==> config.mk <==
export PLATFORM = sky130hd
export DESIGN_NAME = rpg_guard
export DESIGN_NICKNAME = d
export VERILOG_FILES = /design/src/hw/rpg_pkg.sv /design/src/hw/rpg_guard.sv
export VERILOG_INCLUDE_DIRS = /design/src /design/src/hw
export SDC_FILE = /design/constraint.sdc
export NUM_CORES = 1
export LEC_CHECK = 0
export BUFFER_PORTS_ARGS = -buffer_cell sky130_fd_sc_hd__buf_2
export CORE_MARGIN = 4
export CORE_UTILIZATION = 57
export CTS_CLUSTER_SIZE = 20
export DETAILED_ROUTE_END_ITERATION = 7
export MAX_ROUTING_LAYER = met4
export PLACE_DENSITY_LB_ADDON = 0.2
export RECOVER_POWER = 100
export SYNTH_ARGS = -nofsm -noshare
export SYNTH_HDL_FRONTEND = slang
export SYNTH_SLANG_ARGS = --single-unit
==> constraint.sdc <==
create_clock -name aclk -period 5.5 [get_ports aclk]
set_input_delay 0.55 -clock aclk [delete_from_list [all_inputs] [get_ports aclk]]
set_output_delay 0.55 -clock aclk [all_outputs]
set_load 0.02 [all_outputs]
==> src/hw/rpg_defines.svh <==
// register offsets, field positions, reset values and timing counts for the port guard
// assumes a 40 mhz system clock and 32-bit aligned register words
`ifndef RPG_DEFINES_SVH
`define RPG_DEFINES_SVH

// register byte offsets
`define RPG_OFS_CTRL       12'h000
`define RPG_OFS_TIMEOUT    12'h004
`define RPG_OFS_MAXLEN     12'h008
`define RPG_OFS_STATUS     12'h00C
`define RPG_OFS_PNP_ID     12'h010
`define RPG_OFS_SERIAL     12'h014

// control bits
`define RPG_CTRL_OVR_EN    0
`define RPG_CTRL_UND_EN    1
`define RPG_CTRL_AUTODIS   2
`define RPG_CTRL_KEEP_LOW  3
`define RPG_CTRL_LINK_EN   4
`define RPG_CTRL_W         5

// status bits, write one to clear
`define RPG_ST_OVR         0
`define RPG_ST_UND         1
`define RPG_ST_TRUNC       2
`define RPG_ST_DISC        3
`define RPG_ST_W           4

// reset values
`define RPG_CTRL_RST       5'h10
`define RPG_TIMEOUT_RST    16'h0001
`define RPG_MAXLEN_RST     32'h0000_0000
`define RPG_VENDOR_RST     16'h0001
`define RPG_PRODUCT_RST    16'h0001
`define RPG_SERIAL_RST     28'h000_0000

// timeout limits in 100 us steps
`define RPG_TIMEOUT_MAX    17'h0_FFFF
`define RPG_TIMEOUT_W      16

// timing
`define RPG_TICK_US        100
`define RPG_CLK_MHZ        40
`define RPG_TICK_CYCLES    (`RPG_TICK_US * `RPG_CLK_MHZ)

// character layout: bit 8 marks an end marker, bit 0 of an end marker set means error end
`define RPG_CHAR_W         9
`define RPG_CHAR_CTRL      8

`endif

==> src/hw/rpg_pkg.sv <==
// types shared by the port guard design
// assumes rpg_defines.svh for all numeric constants
package rpg_pkg;
  typedef logic [8:0] rpg_char_t;
  typedef enum logic [1:0] {
    RPG_RESP_OKAY   = 2'h0,
    RPG_RESP_SLVERR = 2'h2
  } rpg_resp_e;
endpackage

==> src/hw/rpg_guard.sv <==
// port guard: link receive sampling, 4-word fifo, length limiter, transfer supervision,
// auto-disconnect and plug-and-play identity, with an axi4-lite register slave
// assumes one system clock aclk, synchronous active-low aresetn, link clock sampled as data
//
// The implementer's own choices: the AXI4-Lite register port and the address map.
`timescale 1ns/100ps
`include "rpg_defines.svh"

module rpg_fifo #(
  parameter int WIDTH = 9,
  parameter int DEPTH = 4
) (
  // clock and reset
  input  wire logic             aclk,
  input  wire logic             aresetn,
  // fill side
  input  wire logic             in_valid,
  output logic                  in_ready,
  input  wire logic [WIDTH-1:0] in_data,
  // drain side
  output logic                  out_valid,
  input  wire logic             out_ready,
  output logic [WIDTH-1:0]      out_data
);
  localparam int AW = (DEPTH > 1) ? $clog2(DEPTH) : 1;

  // refused at elaboration, the pointers wrap only on a power of two
  if (DEPTH < 2 || (DEPTH & (DEPTH - 1)) != 0) begin : g_depth_check
    $error("rpg_fifo depth must be a power of two, at least 2");
  end

  logic [WIDTH-1:0] mem_q [DEPTH];
  logic [AW-1:0]    wr_q;
  logic [AW-1:0]    rd_q;
  logic [AW:0]      cnt_q;
  logic             push;
  logic             pop;

  assign in_ready  = (cnt_q != (AW+1)'(DEPTH));
  assign out_valid = (cnt_q != '0);
  assign out_data  = mem_q[rd_q];
  assign push      = in_valid & in_ready;
  assign pop       = out_valid & out_ready;

  always_ff @(posedge aclk) begin
    if (push) begin
      mem_q[wr_q] <= in_data;
    end
  end

  always_ff @(posedge aclk) begin
    if (!aresetn) begin
      wr_q  <= '0;
      rd_q  <= '0;
      cnt_q <= '0;
    end else begin
      if (push) begin
        wr_q <= wr_q + AW'(1);
      end
      if (pop) begin
        rd_q <= rd_q + AW'(1);
      end
      if (push && !pop) begin
        cnt_q <= cnt_q + (AW+1)'(1);
      end else if (pop && !push) begin
        cnt_q <= cnt_q - (AW+1)'(1);
      end
    end
  end
endmodule

// How it works
// - with overrun supervision on, a flag rises when buffered data waits unaccepted too long.
// - with underrun supervision on, a flag rises when the output waits mid-packet for data too long.
// - the timeout is written in 100 us steps from 1 to 65535, and larger or zero writes are refused.
// - overrun and underrun enables are separate bits that share the single timeout value.
// - with auto-disconnect on, the link enable drops after the timeout passes with no traffic.
// - auto-disconnect can only be enabled when the port is a link port, else the write is refused.
// - the port holds its own maximum length, applied to the packets entering it.
// - a packet growing past the maximum is cut and closed with an error end marker.
// - a maximum length of zero turns length checking off.
// - vendor, product and serial identity are held in writable registers and driven out.
// - serial bits 3:0 reset to the instance select pins and can be kept on later writes.
module rpg_guard
  import rpg_pkg::*;
#(
  parameter int          LEN_W      = 32,
  parameter int          FIFO_DEPTH = 4,
  parameter bit          IS_LINK    = 1'b1,
  parameter logic [27:0] SERIAL_RST = `RPG_SERIAL_RST
) (
  // clock and reset
  input  wire logic                   aclk,
  input  wire logic                   aresetn,
  // axi4-lite write address
  input  wire logic [11:0]            s_axi_awaddr,
  input  wire logic                   s_axi_awvalid,
  output logic                        s_axi_awready,
  // axi4-lite write data
  input  wire logic [31:0]            s_axi_wdata,
  input  wire logic [3:0]             s_axi_wstrb,
  input  wire logic                   s_axi_wvalid,
  output logic                        s_axi_wready,
  // axi4-lite write response
  output logic [1:0]                  s_axi_bresp,
  output logic                        s_axi_bvalid,
  input  wire logic                   s_axi_bready,
  // axi4-lite read
  input  wire logic [11:0]            s_axi_araddr,
  input  wire logic                   s_axi_arvalid,
  output logic                        s_axi_arready,
  output logic [31:0]                 s_axi_rdata,
  output logic [1:0]                  s_axi_rresp,
  output logic                        s_axi_rvalid,
  input  wire logic                   s_axi_rready,
  // link receive side
  input  wire logic                   link_clk,
  input  wire logic                   link_valid,
  input  wire rpg_pkg::rpg_char_t     link_data,
  output logic                        link_ready,
  output logic                        link_enable,
  // switch fabric side
  output logic                        out_valid,
  input  wire logic                   out_ready,
  output rpg_pkg::rpg_char_t          out_data,
  // identity
  input  wire logic [7:0]             node_instance_select,
  output logic [15:0]                 pnp_vendor_id,
  output logic [15:0]                 pnp_product_id,
  output logic [31:0]                 pnp_serial
);
  import rpg_pkg::*;

  localparam int TW = `RPG_TIMEOUT_W;
  localparam logic [12:0] TICK_LAST = 13'(`RPG_TICK_CYCLES - 1);

  if (LEN_W < 1 || LEN_W > 32) begin : g_len_check
    $error("rpg_guard LEN_W must lie in 1..32");
  end

  // ---------------- registers ----------------
  logic [`RPG_CTRL_W-1:0] ctrl_q;
  logic [TW-1:0]          timeout_q;
  logic [LEN_W-1:0]       maxlen_q;
  logic [`RPG_ST_W-1:0]   status_q;
  logic [3:0]             inst_q;
  logic                   in_reset_q;

  // axi handshake state
  logic        aw_held_q;
  logic        w_held_q;
  logic [11:0] awaddr_q;
  logic [31:0] wdata_q;
  logic [3:0]  wstrb_q;
  logic        do_write;
  logic        wr_err;
  logic [31:0] wmask;

  // datapath events feeding the status register
  logic ovr_fire;
  logic und_fire;
  logic idle_fire;
  logic trunc_ev;

  assign do_write = aw_held_q & w_held_q & ~s_axi_bvalid;
  assign wmask    = {{8{wstrb_q[3]}}, {8{wstrb_q[2]}}, {8{wstrb_q[1]}}, {8{wstrb_q[0]}}};

  // write is refused for bad timeouts, illegal auto-disconnect and unmapped offsets
  always_comb begin
    wr_err = 1'b0;
    unique case (awaddr_q)
      `RPG_OFS_CTRL: begin
        wr_err = !IS_LINK && wstrb_q[0] && wdata_q[`RPG_CTRL_AUTODIS];
      end
      `RPG_OFS_TIMEOUT: begin
        wr_err = (wdata_q[16:0] == 17'h0_0000) || (wdata_q > 32'(`RPG_TIMEOUT_MAX));
      end
      `RPG_OFS_MAXLEN, `RPG_OFS_STATUS, `RPG_OFS_PNP_ID, `RPG_OFS_SERIAL: begin
        wr_err = 1'b0;
      end
      default: begin
        wr_err = 1'b1;
      end
    endcase
  end

  // write address and data are taken in either order, response after both
  always_ff @(posedge aclk) begin
    if (!aresetn) begin
      aw_held_q     <= 1'b0;
      w_held_q      <= 1'b0;
      awaddr_q      <= '0;
      wdata_q       <= '0;
      wstrb_q       <= '0;
      s_axi_awready <= 1'b0;
      s_axi_wready  <= 1'b0;
      s_axi_bvalid  <= 1'b0;
      s_axi_bresp   <= RPG_RESP_OKAY;
    end else begin
      s_axi_awready <= ~aw_held_q & ~(s_axi_awvalid & s_axi_awready);
      s_axi_wready  <= ~w_held_q & ~(s_axi_wvalid & s_axi_wready);
      if (s_axi_awvalid && s_axi_awready) begin
        aw_held_q <= 1'b1;
        awaddr_q  <= {s_axi_awaddr[11:2], 2'h0};
      end
      if (s_axi_wvalid && s_axi_wready) begin
        w_held_q <= 1'b1;
        wdata_q  <= s_axi_wdata;
        wstrb_q  <= s_axi_wstrb;
      end
      if (do_write) begin
        s_axi_bvalid <= 1'b1;
        s_axi_bresp  <= wr_err ? RPG_RESP_SLVERR : RPG_RESP_OKAY;
      end else if (s_axi_bvalid && s_axi_bready) begin
        s_axi_bvalid  <= 1'b0;
        aw_held_q     <= 1'b0;
        w_held_q      <= 1'b0;
        s_axi_awready <= 1'b1;
        s_axi_wready  <= 1'b1;
      end
    end
  end

  // instance select is caught while reset is held
  always_ff @(posedge aclk) begin
    in_reset_q <= ~aresetn;
    if (!aresetn) begin
      inst_q <= node_instance_select[3:0];
    end
  end

  always_ff @(posedge aclk) begin
    if (!aresetn) begin
      ctrl_q      <= `RPG_CTRL_RST;
      timeout_q   <= `RPG_TIMEOUT_RST;
      maxlen_q    <= LEN_W'(`RPG_MAXLEN_RST);
      link_enable <= 1'b1;
    end else begin
      if (do_write && !wr_err && awaddr_q == `RPG_OFS_CTRL && wstrb_q[0]) begin
        ctrl_q <= wdata_q[`RPG_CTRL_W-1:0];
      end else if (idle_fire) begin
        ctrl_q[`RPG_CTRL_LINK_EN] <= 1'b0;
      end
      link_enable <= ctrl_q[`RPG_CTRL_LINK_EN] & ~idle_fire;
      if (do_write && !wr_err && awaddr_q == `RPG_OFS_TIMEOUT) begin
        timeout_q <= wdata_q[TW-1:0];
      end
      if (do_write && awaddr_q == `RPG_OFS_MAXLEN) begin
        maxlen_q <= (maxlen_q & ~wmask[LEN_W-1:0]) | (wdata_q[LEN_W-1:0] & wmask[LEN_W-1:0]);
      end
    end
  end

  // sticky status, a new event wins over the clearing write
  logic [`RPG_ST_W-1:0] st_set;
  logic [`RPG_ST_W-1:0] st_clr;

  always_comb begin
    st_set = '0;
    st_set[`RPG_ST_OVR]   = ovr_fire;
    st_set[`RPG_ST_UND]   = und_fire;
    st_set[`RPG_ST_TRUNC] = trunc_ev;
    st_set[`RPG_ST_DISC]  = idle_fire;
    st_clr = '0;
    if (do_write && awaddr_q == `RPG_OFS_STATUS && wstrb_q[0]) begin
      st_clr = wdata_q[`RPG_ST_W-1:0];
    end
  end

  always_ff @(posedge aclk) begin
    if (!aresetn) begin
      status_q <= '0;
    end else begin
      status_q <= (status_q & ~st_clr) | st_set;
    end
  end

  // plug-and-play identity
  always_ff @(posedge aclk) begin
    if (!aresetn) begin
      pnp_vendor_id  <= `RPG_VENDOR_RST;
      pnp_product_id <= `RPG_PRODUCT_RST;
      pnp_serial     <= {SERIAL_RST, 4'h0};
    end else if (in_reset_q) begin
      pnp_serial[3:0] <= inst_q;
    end else if (do_write && awaddr_q == `RPG_OFS_PNP_ID) begin
      pnp_vendor_id  <= wdata_q[31:16];
      pnp_product_id <= wdata_q[15:0];
    end else if (do_write && awaddr_q == `RPG_OFS_SERIAL) begin
      pnp_serial[31:4] <= wdata_q[31:4];
      // kept bits go back to the value caught in reset, not to the last written one
      pnp_serial[3:0]  <= ctrl_q[`RPG_CTRL_KEEP_LOW] ? inst_q : wdata_q[3:0];
    end
  end

  // read channel answers one cycle after the address is taken
  always_ff @(posedge aclk) begin
    if (!aresetn) begin
      s_axi_arready <= 1'b0;
      s_axi_rvalid  <= 1'b0;
      s_axi_rdata   <= '0;
      s_axi_rresp   <= RPG_RESP_OKAY;
    end else begin
      s_axi_arready <= ~s_axi_rvalid & ~(s_axi_arvalid & s_axi_arready);
      if (s_axi_arvalid && s_axi_arready) begin
        s_axi_rvalid <= 1'b1;
        s_axi_rresp  <= RPG_RESP_OKAY;
        unique case ({s_axi_araddr[11:2], 2'h0})
          `RPG_OFS_CTRL:    s_axi_rdata <= 32'(ctrl_q);
          `RPG_OFS_TIMEOUT: s_axi_rdata <= 32'(timeout_q);
          `RPG_OFS_MAXLEN:  s_axi_rdata <= 32'(maxlen_q);
          `RPG_OFS_STATUS:  s_axi_rdata <= 32'(status_q);
          `RPG_OFS_PNP_ID:  s_axi_rdata <= {pnp_vendor_id, pnp_product_id};
          `RPG_OFS_SERIAL:  s_axi_rdata <= pnp_serial;
          default: begin
            s_axi_rdata <= '0;
            s_axi_rresp <= RPG_RESP_SLVERR;
          end
        endcase
      end else if (s_axi_rvalid && s_axi_rready) begin
        s_axi_rvalid  <= 1'b0;
        s_axi_arready <= 1'b1;
      end
    end
  end

  // ---------------- link sampling ----------------
  logic [2:0]     lclk_s_q;
  logic [2:0]     lval_s_q;
  rpg_char_t      ldat_s1_q;
  rpg_char_t      ldat_s2_q;
  rpg_char_t      ldat_s3_q;
  logic           lclk_lvl_q;
  logic           lclk_rise;
  logic           fifo_in_ready;
  logic           fifo_push;

  always_ff @(posedge aclk) begin
    lclk_s_q  <= {lclk_s_q[1:0], link_clk};
    lval_s_q  <= {lval_s_q[1:0], link_valid};
    ldat_s1_q <= link_data;
    ldat_s2_q <= ldat_s1_q;
    ldat_s3_q <= ldat_s2_q;
  end

  // the clock level changes only once stages two and three agree
  always_ff @(posedge aclk) begin
    if (!aresetn) begin
      lclk_lvl_q <= 1'b0;
      link_ready <= 1'b0;
    end else begin
      if (lclk_s_q[1] == lclk_s_q[2]) begin
        lclk_lvl_q <= lclk_s_q[2];
      end
      link_ready <= fifo_in_ready;
    end
  end

  assign lclk_rise = lclk_s_q[1] & lclk_s_q[2] & ~lclk_lvl_q;
  assign fifo_push = lclk_rise & lval_s_q[2] & link_ready & ctrl_q[`RPG_CTRL_LINK_EN];

  rpg_char_t fifo_data;
  logic      fifo_valid;
  logic      fifo_pop_rdy;

  rpg_fifo #(
    .WIDTH (`RPG_CHAR_W),
    .DEPTH (FIFO_DEPTH)
  ) u_fifo (
    .aclk      (aclk),
    .aresetn   (aresetn),
    .in_valid  (fifo_push),
    .in_ready  (fifo_in_ready),
    .in_data   (ldat_s3_q),
    .out_valid (fifo_valid),
    .out_ready (fifo_pop_rdy),
    .out_data  (fifo_data)
  );

  // ---------------- length limiter ----------------
  logic [LEN_W-1:0] len_q;
  logic             drop_q;
  logic             in_pkt_q;
  logic             ostage_free;
  logic             cut;
  logic             emit;
  logic             out_fire;

  assign ostage_free  = ~out_valid | out_ready;
  assign cut          = fifo_valid & ~drop_q & ~fifo_data[`RPG_CHAR_CTRL] &
                        (maxlen_q != '0) & (len_q == maxlen_q);
  assign emit         = fifo_valid & ~drop_q & ostage_free;
  assign fifo_pop_rdy = drop_q | (ostage_free & ~cut);
  assign out_fire     = out_valid & out_ready;
  assign trunc_ev     = emit & cut;

  always_ff @(posedge aclk) begin
    if (!aresetn) begin
      out_valid <= 1'b0;
      out_data  <= '0;
      len_q     <= '0;
      drop_q    <= 1'b0;
      in_pkt_q  <= 1'b0;
    end else begin
      if (out_fire) begin
        out_valid <= 1'b0;
      end
      if (drop_q) begin
        if (fifo_valid && fifo_data[`RPG_CHAR_CTRL]) begin
          drop_q <= 1'b0; // rest of a cut packet is discarded up to its end marker
        end
      end else if (emit && cut) begin
        out_valid <= 1'b1;
        out_data  <= 9'h101;
        drop_q    <= 1'b1;
        len_q     <= '0;
        in_pkt_q  <= 1'b0;
      end else if (emit) begin
        out_valid <= 1'b1;
        out_data  <= fifo_data;
        if (fifo_data[`RPG_CHAR_CTRL]) begin
          len_q    <= '0;
          in_pkt_q <= 1'b0;
        end else begin
          len_q    <= len_q + LEN_W'(1);
          in_pkt_q <= 1'b1;
        end
      end
    end
  end

  // ---------------- supervision ----------------
  logic [12:0]  tick_cnt_q;
  logic         tick;
  logic [TW:0]  ovr_cnt_q;
  logic [TW:0]  und_cnt_q;
  logic [TW:0]  idle_cnt_q;
  logic         ovr_cond;
  logic         und_cond;
  logic         idle_cond;

  always_ff @(posedge aclk) begin
    if (!aresetn) begin
      tick_cnt_q <= '0;
    end else if (tick) begin
      tick_cnt_q <= '0;
    end else begin
      tick_cnt_q <= tick_cnt_q + 13'(1);
    end
  end

  assign tick      = (tick_cnt_q == TICK_LAST);
  assign ovr_cond  = ctrl_q[`RPG_CTRL_OVR_EN] & fifo_valid & out_valid & ~out_ready;
  assign und_cond  = ctrl_q[`RPG_CTRL_UND_EN] & in_pkt_q & ~fifo_valid & ~out_valid &
                     out_ready;
  assign idle_cond = ctrl_q[`RPG_CTRL_AUTODIS] & ctrl_q[`RPG_CTRL_LINK_EN] &
                     ~fifo_push & ~out_fire;
  assign ovr_fire  = ovr_cond & tick & (ovr_cnt_q == {1'b0, timeout_q} - (TW+1)'(1));
  assign und_fire  = und_cond & tick & (und_cnt_q == {1'b0, timeout_q} - (TW+1)'(1));
  assign idle_fire = idle_cond & tick & (idle_cnt_q == {1'b0, timeout_q} - (TW+1)'(1));

  // each counter restarts when its data movement progresses and stops once it has fired
  always_ff @(posedge aclk) begin
    if (!aresetn || !ovr_cond) begin
      ovr_cnt_q <= '0;
    end else if (tick && ovr_cnt_q != {1'b0, timeout_q}) begin
      ovr_cnt_q <= ovr_cnt_q + (TW+1)'(1);
    end
  end

  always_ff @(posedge aclk) begin
    if (!aresetn || !und_cond) begin
      und_cnt_q <= '0;
    end else if (tick && und_cnt_q != {1'b0, timeout_q}) begin
      und_cnt_q <= und_cnt_q + (TW+1)'(1);
    end
  end

  always_ff @(posedge aclk) begin
    if (!aresetn || !idle_cond) begin
      idle_cnt_q <= '0;
    end else if (tick && idle_cnt_q != {1'b0, timeout_q}) begin
      idle_cnt_q <= idle_cnt_q + (TW+1)'(1);
    end
  end
endmodule

After elaboration in Yosys (flattened, before gate mapping). Memory sizes are Yosys's and may differ from the RTL's. A register that Yosys moved wholly into a read port is not among the register bits. Index checks and enable logic that the tools add are counted.

Logic and storage cells: 244. Input bits: 87. Memory bits (read-only): 0. Bits in latches: 0. Bits in registers: 366. Memory bits (writable): 36. Memories kept: 1.

Magnitude comparators: 1. Equal/unequal tests: 21. Shift operators: 0. Bitwise logic cells: 69. Add/sub/neg operators: 10. Divide/modulo/power cells: 0. Multiply operators: 0. Mux-type cells: 48. Reduce and logical (&&, ||, !) cells: 50.

Memory list: u_fifo.mem_q (words 4, width 9, read ports 1, clocked after memory_dff 1, write ports 1, line rpg_guard.sv:32) `logic [WIDTH-1:0] mem_q [DEPTH];`.

Operator list (number): $pmux 32 s6 (1); $mux 32 (3); $and 32x32->32 (2); $add 17x1->17 const B (3); $eq 17x17->1 (3); $ne 17x16->1 (3); $and 1x1->1 (40); $eq 10x2->1 const B (4); $eq 10x3->1 const B (4); $add 32x1->32 const B (1); $eq 32x32->1 (1); $gt 32x16->1 const B (1); $not 32->32 (1); $or 32x32->32 (1); $reduce_bool 32->1 (1); $mux 1 (30); $logic_and 1x1->1 (21); $eq 10x1->1 const B (2); $mux 4 (5); $not 1->1 (20); $mux 9 (2); $logic_not 17->1 (1); $sub 16x1->17 const B (1); $add 13x1->13 const B (1); other kinds (25) (47).

Longest topological paths before layout.
Word-level depth: 12. Gate-level depth with buffers: 13. Depth with buffers taken out: 12.

Cells and area by module. A second synthesis with hierarchy kept.

Cells, all modules: 2061. Area total of the unflattened synthesis: 18365.1 µm².

By module, submodules not included: rpg_guard (area each 16565.9 µm², cells each 1966, seq. area each 7186.9 µm², instances 1); rpg_fifo (area each 1799.2 µm², cells each 95, seq. area each 1261.2 µm², instances 1).

Worst setup path after synthesis. Ideal clock, no wire load.

Kind: register -> register. Start: register timeout_q[1]. End: register status_q[1]. Cell stages (with the launch flop): 11. Data required time: 5441 ps. Setup time: 59 ps. Data arrival time: 2803 ps. Setup slack: 2638 ps. Period minus slack after synthesis: 2862 ps. Path through: dfxtp_1 buf_1 inv_1 ha_1 xnor2_1 or4b_1 a221oi_2 o2111ai_1 or4_1 nor4_2 a31o_1.

Word-level cells in the longest chain between the ends: 4.

Ends and longest elaborated chain: from (decl) (line rpg_guard.sv:143) `logic [TW-1:0] timeout_q;`; from (signal assigned) (line rpg_guard.sv:235) `` timeout_q <= `RPG_TIMEOUT_RST; ``; from (signal assigned) (line rpg_guard.sv:246) `timeout_q <= wdata_q[TW-1:0];`; $sub 16x1->17 (line rpg_guard.sv:459) `assign und_fire = und_cond & tick & (und_cnt_q == {1'b0, timeout_q} - (TW+1)'(1));`; $eq 17x17->1 (line rpg_guard.sv:459); $and 1x1->1 (line rpg_guard.sv:459); $or 4x4->4 (line rpg_guard.sv:274) `status_q <= (status_q & ~st_clr) | st_set;`; to (signal assigned) (line rpg_guard.sv:274); to (decl) (line rpg_guard.sv:145) `` logic [`RPG_ST_W-1:0] status_q; ``.

No other way between the ends. A chain may end at the register's enable or synchronous reset.

==> results.yml <==
outcome:
  status: "finished with violations"
  violations: "capacitance limit, slew limit"
routing:
  vias: 15867
  route.detailed.drc: 0
  routed_wl_um: 52600
  vias_per_cell: 6.01
  dr.pass1.iters: 5
  drtIter0Drc: 1374
  wire_per_inst_um: 19.9
  antenna_left: 0
clock_network:
  postCtsSetupRepairBufs: 0
  root_buffer: "clkbuf_16"
  cts_buffer_depth: 3
  post_cts_hold_buffer_count: 0
  numCtsBuffers: 43
  numClockSinks: 402
  cts_tree: "yes"
  clk_pin_slew_ps: 60
  clk_latency_ps: 540
  cts_resized: 0
  cts_max_level: 2
timing:
  fin_crit_sh: 0.766
  hold_viol_final: 0
  fin_setup_tns_ps: 0
  slew_violations: 277
  max_slew_margin: -0.474
  holdWs_ps: 114
  tightest_slew_ps: 2210
  fin_worst_skew_ps: 21.7
  finalSetupViolCount: 0
  finalCriticalPeriod_ps: 4210
  fmax_ghz: 0.237
  rsz0062_at_grt: "no"
power_and_ir_drop:
  p_leak_nw: 7.34
  switching_share: 0.255
  intPower_mw: 5.14
  clockPowerShare: 0.436
  p_comb_frac: 0.104
  ir_drop_mv: 0.382
  pwr_density_cell_nw_per_um2: 336
  p_seq_frac: 0.461
  p_sw_mw: 1.76
finish:
  final_common_cell: "nand2_1"
  drive_gt1_frac: 0.0884
  diodes: 0
  nNetsFinal: 2308
  fill_cells: 2671
  syn_to_final_growth_pct: 13.3
  mostFrequentLayoutCells: "nand2_1, dfxtp_1, a21oi_1, nor2_1, clkbuf_1"
  final_area_um2: 20500
placement:
  place_congestion: 0.965
  dp_hpwl_um: 36500
  postPlaceCellArea_um2: 19200
  io_buffers: 193
floorplanning:
  ios: 204
  die_h_um: 186
  rows: 65
  die_x_um: 186
  die_area_um2: 34700
  start_util: 0.576
  placeableCoreArea_um2: 31500
synthesis:
  synthFlopType: "dfxtp_1"
  yosysWarningCount: 0
  ys_ff_latch: 402
  syn_area_um2: 18100
  ys_types: 71
  synth_edf_count: 40
  synth_cells: 2085
  avgSynthCellArea_um2: 8.69
  async_reset_ff_frac: 0
  synth_seq_area_share: 0.466
worst_setup_path:
  ff2ff_path_depth: 8
  r2r-start: "awaddr_q[11]"
  worstSetupPathType: "in2reg"
  cp.required_ps: 5970
  worstSetupEndpointType: "flop"
  reg2reg_slack_ps: 1640
  startpoint_type: "input port"
  worstPathArrival_ps: 4680
  r2r_end: "pnp_serial[4]"
  critical_path.max_fanout: 55
worst_hold_path:
  min_path_type: "in2reg"
  holdPathEnd: "ldat_s1_q[3]"
  min_from: "link_data[3]"
  min_path_cells: 1
global_routing:
  grt_max_degree: 108
  grt_pass1_vias: 14764
  grt_util_all_layers: 0.299
  gr-total-overflow: 0
  antenna_found_initial: 0
  grt_pass1_wl_um: 80600
run:
  maxCapViolations: 5
-- layer usage --
metal	up-vias	wire, um	share of wire	GRT usage
met5	-	0	0	-
met3	131	3680	0.070	0.0399
met4	0	1670	0.032	0.100
met1	7542	22600	0.43	0.400
li1	7518	-	-	-
met2	676	24600	0.47	0.474
-- critical path, cell delays in order --
cell,delay [ps]
buf_2,70
clkbuf_1,1290
inv_6,480
or4_1,670
nor2_1,260
o2111ai_1,160
or4_1,550
nor4_1,460
a31o_1,160
-- sequential cells by signal, summed over array words and instances, names as in the netlist, 5 cells and up, named ones only --
signal / cells
u_fifo.mem_q: 36
len_q: 32
pnp_serial: 32
s_axi_rdata: 32
wdata_q: 32
idle_cnt_q: 17
ovr_cnt_q: 17
und_cnt_q: 17
pnp_product_id: 16
pnp_vendor_id: 16
timeout_q: 16
tick_cnt_q: 13
awaddr_q: 10
ldat_s1_q: 9
ldat_s2_q: 9
ldat_s3_q: 9
out_data: 9
ctrl_q: 5
-- kinds of logic after synthesis --
family,after synthesis,share of synthesized area
simple gates,891,0.230
other cells,1,0.000207
xor+xnor,177,0.0856
buf+inv,169,0.0367
fa+ha+maj,13,0.00939
flops,402,0.466
compound gates,361,0.124
mux,71,0.0483
-- power groups by stage --
stage	Combinational, mW	Sequential (mW)	Clock (mW)
after CTS	0.725	3.18	3.04
after global routing	0.783	3.19	3.18
final	0.714	3.18	3.01
after detailed placement	0.722	3.24	0
after global placement	0.709	3.23	0
after floorplan	0.479	3.23	0
-- cell type report --
class,instances,area (um^2),area share
multi-input cells,1515,9030,0.440
clock inverters,17,236,0.0115
inverters,35,136,0.00664
well taps,402,503,0.0245
flip-flops and latches,402,8450,0.411
repair buffers,211,931,0.0453
clock buffers,59,1250,0.0608
-- synthesized netlist by cell type, types with 5 or more instances --
cell	n	area, um^2
nor4_1	53	332
or4_1	16	120
a22oi_1	28	210
nor2b_1	9	56.3
a221o_1	14	140
edfxtp_1	40	1200
o21a_1	5	37.5
and2_1	17	106
xnor2_1	95	832
a31oi_1	9	56.3
o22ai_1	6	37.5
mux2i_1	56	561
and4_1	5	43.8
a21oi_1	185	926
dfxtp_1	362	7250
o2111ai_1	5	43.8
o21ai_0	50	250
nor2_1	184	691
nand3_1	65	325
buf_1	7	26.3
or3_1	29	181
nor3b_1	7	52.6
ha_1	12	150
nand2_1	380	1430
mux4_2	13	293
nand4_1	36	225
and3_1	19	119
nand2b_1	10	62.6
or2_2	5	31.3
inv_1	35	131
clkbuf_1	107	402
nor3_1	37	185
xor2_1	82	718
buf_2	18	90.1
o2bb2ai_1	16	140
-- per-stage QoR --
stage	worst slack [ps]	util	power (mW)	std cells
final	1290	0.652	6.90	2641
after global routing	1030	0.652	7.15	2641
after CTS	2100	0.658	6.94	2641
after detailed placement	2130	0.611	3.96	2565
after global placement	2200	0.611	3.94	2565
after floorplan	2640	-	3.71	2086
-- how the worst max path moves through the flow --
stage	from	end	slack [ps]	cells after the start
2_1_floorplan	timeout_q[1]	status_q[1]	2640	10
6_report	aresetn	status_q[1]	1290	9
4_1_cts	timeout_q[0]	ctrl_q[4]	2100	9
3_3_place_gp	timeout_q[1]	ctrl_q[4]	2200	9
3_5_place_dp	timeout_q[0]	ctrl_q[4]	2130	9
5_1_grt	aresetn	idle_cnt_q[11]	1030	6
Note: power is estimated with default switching activity, not from simulation.
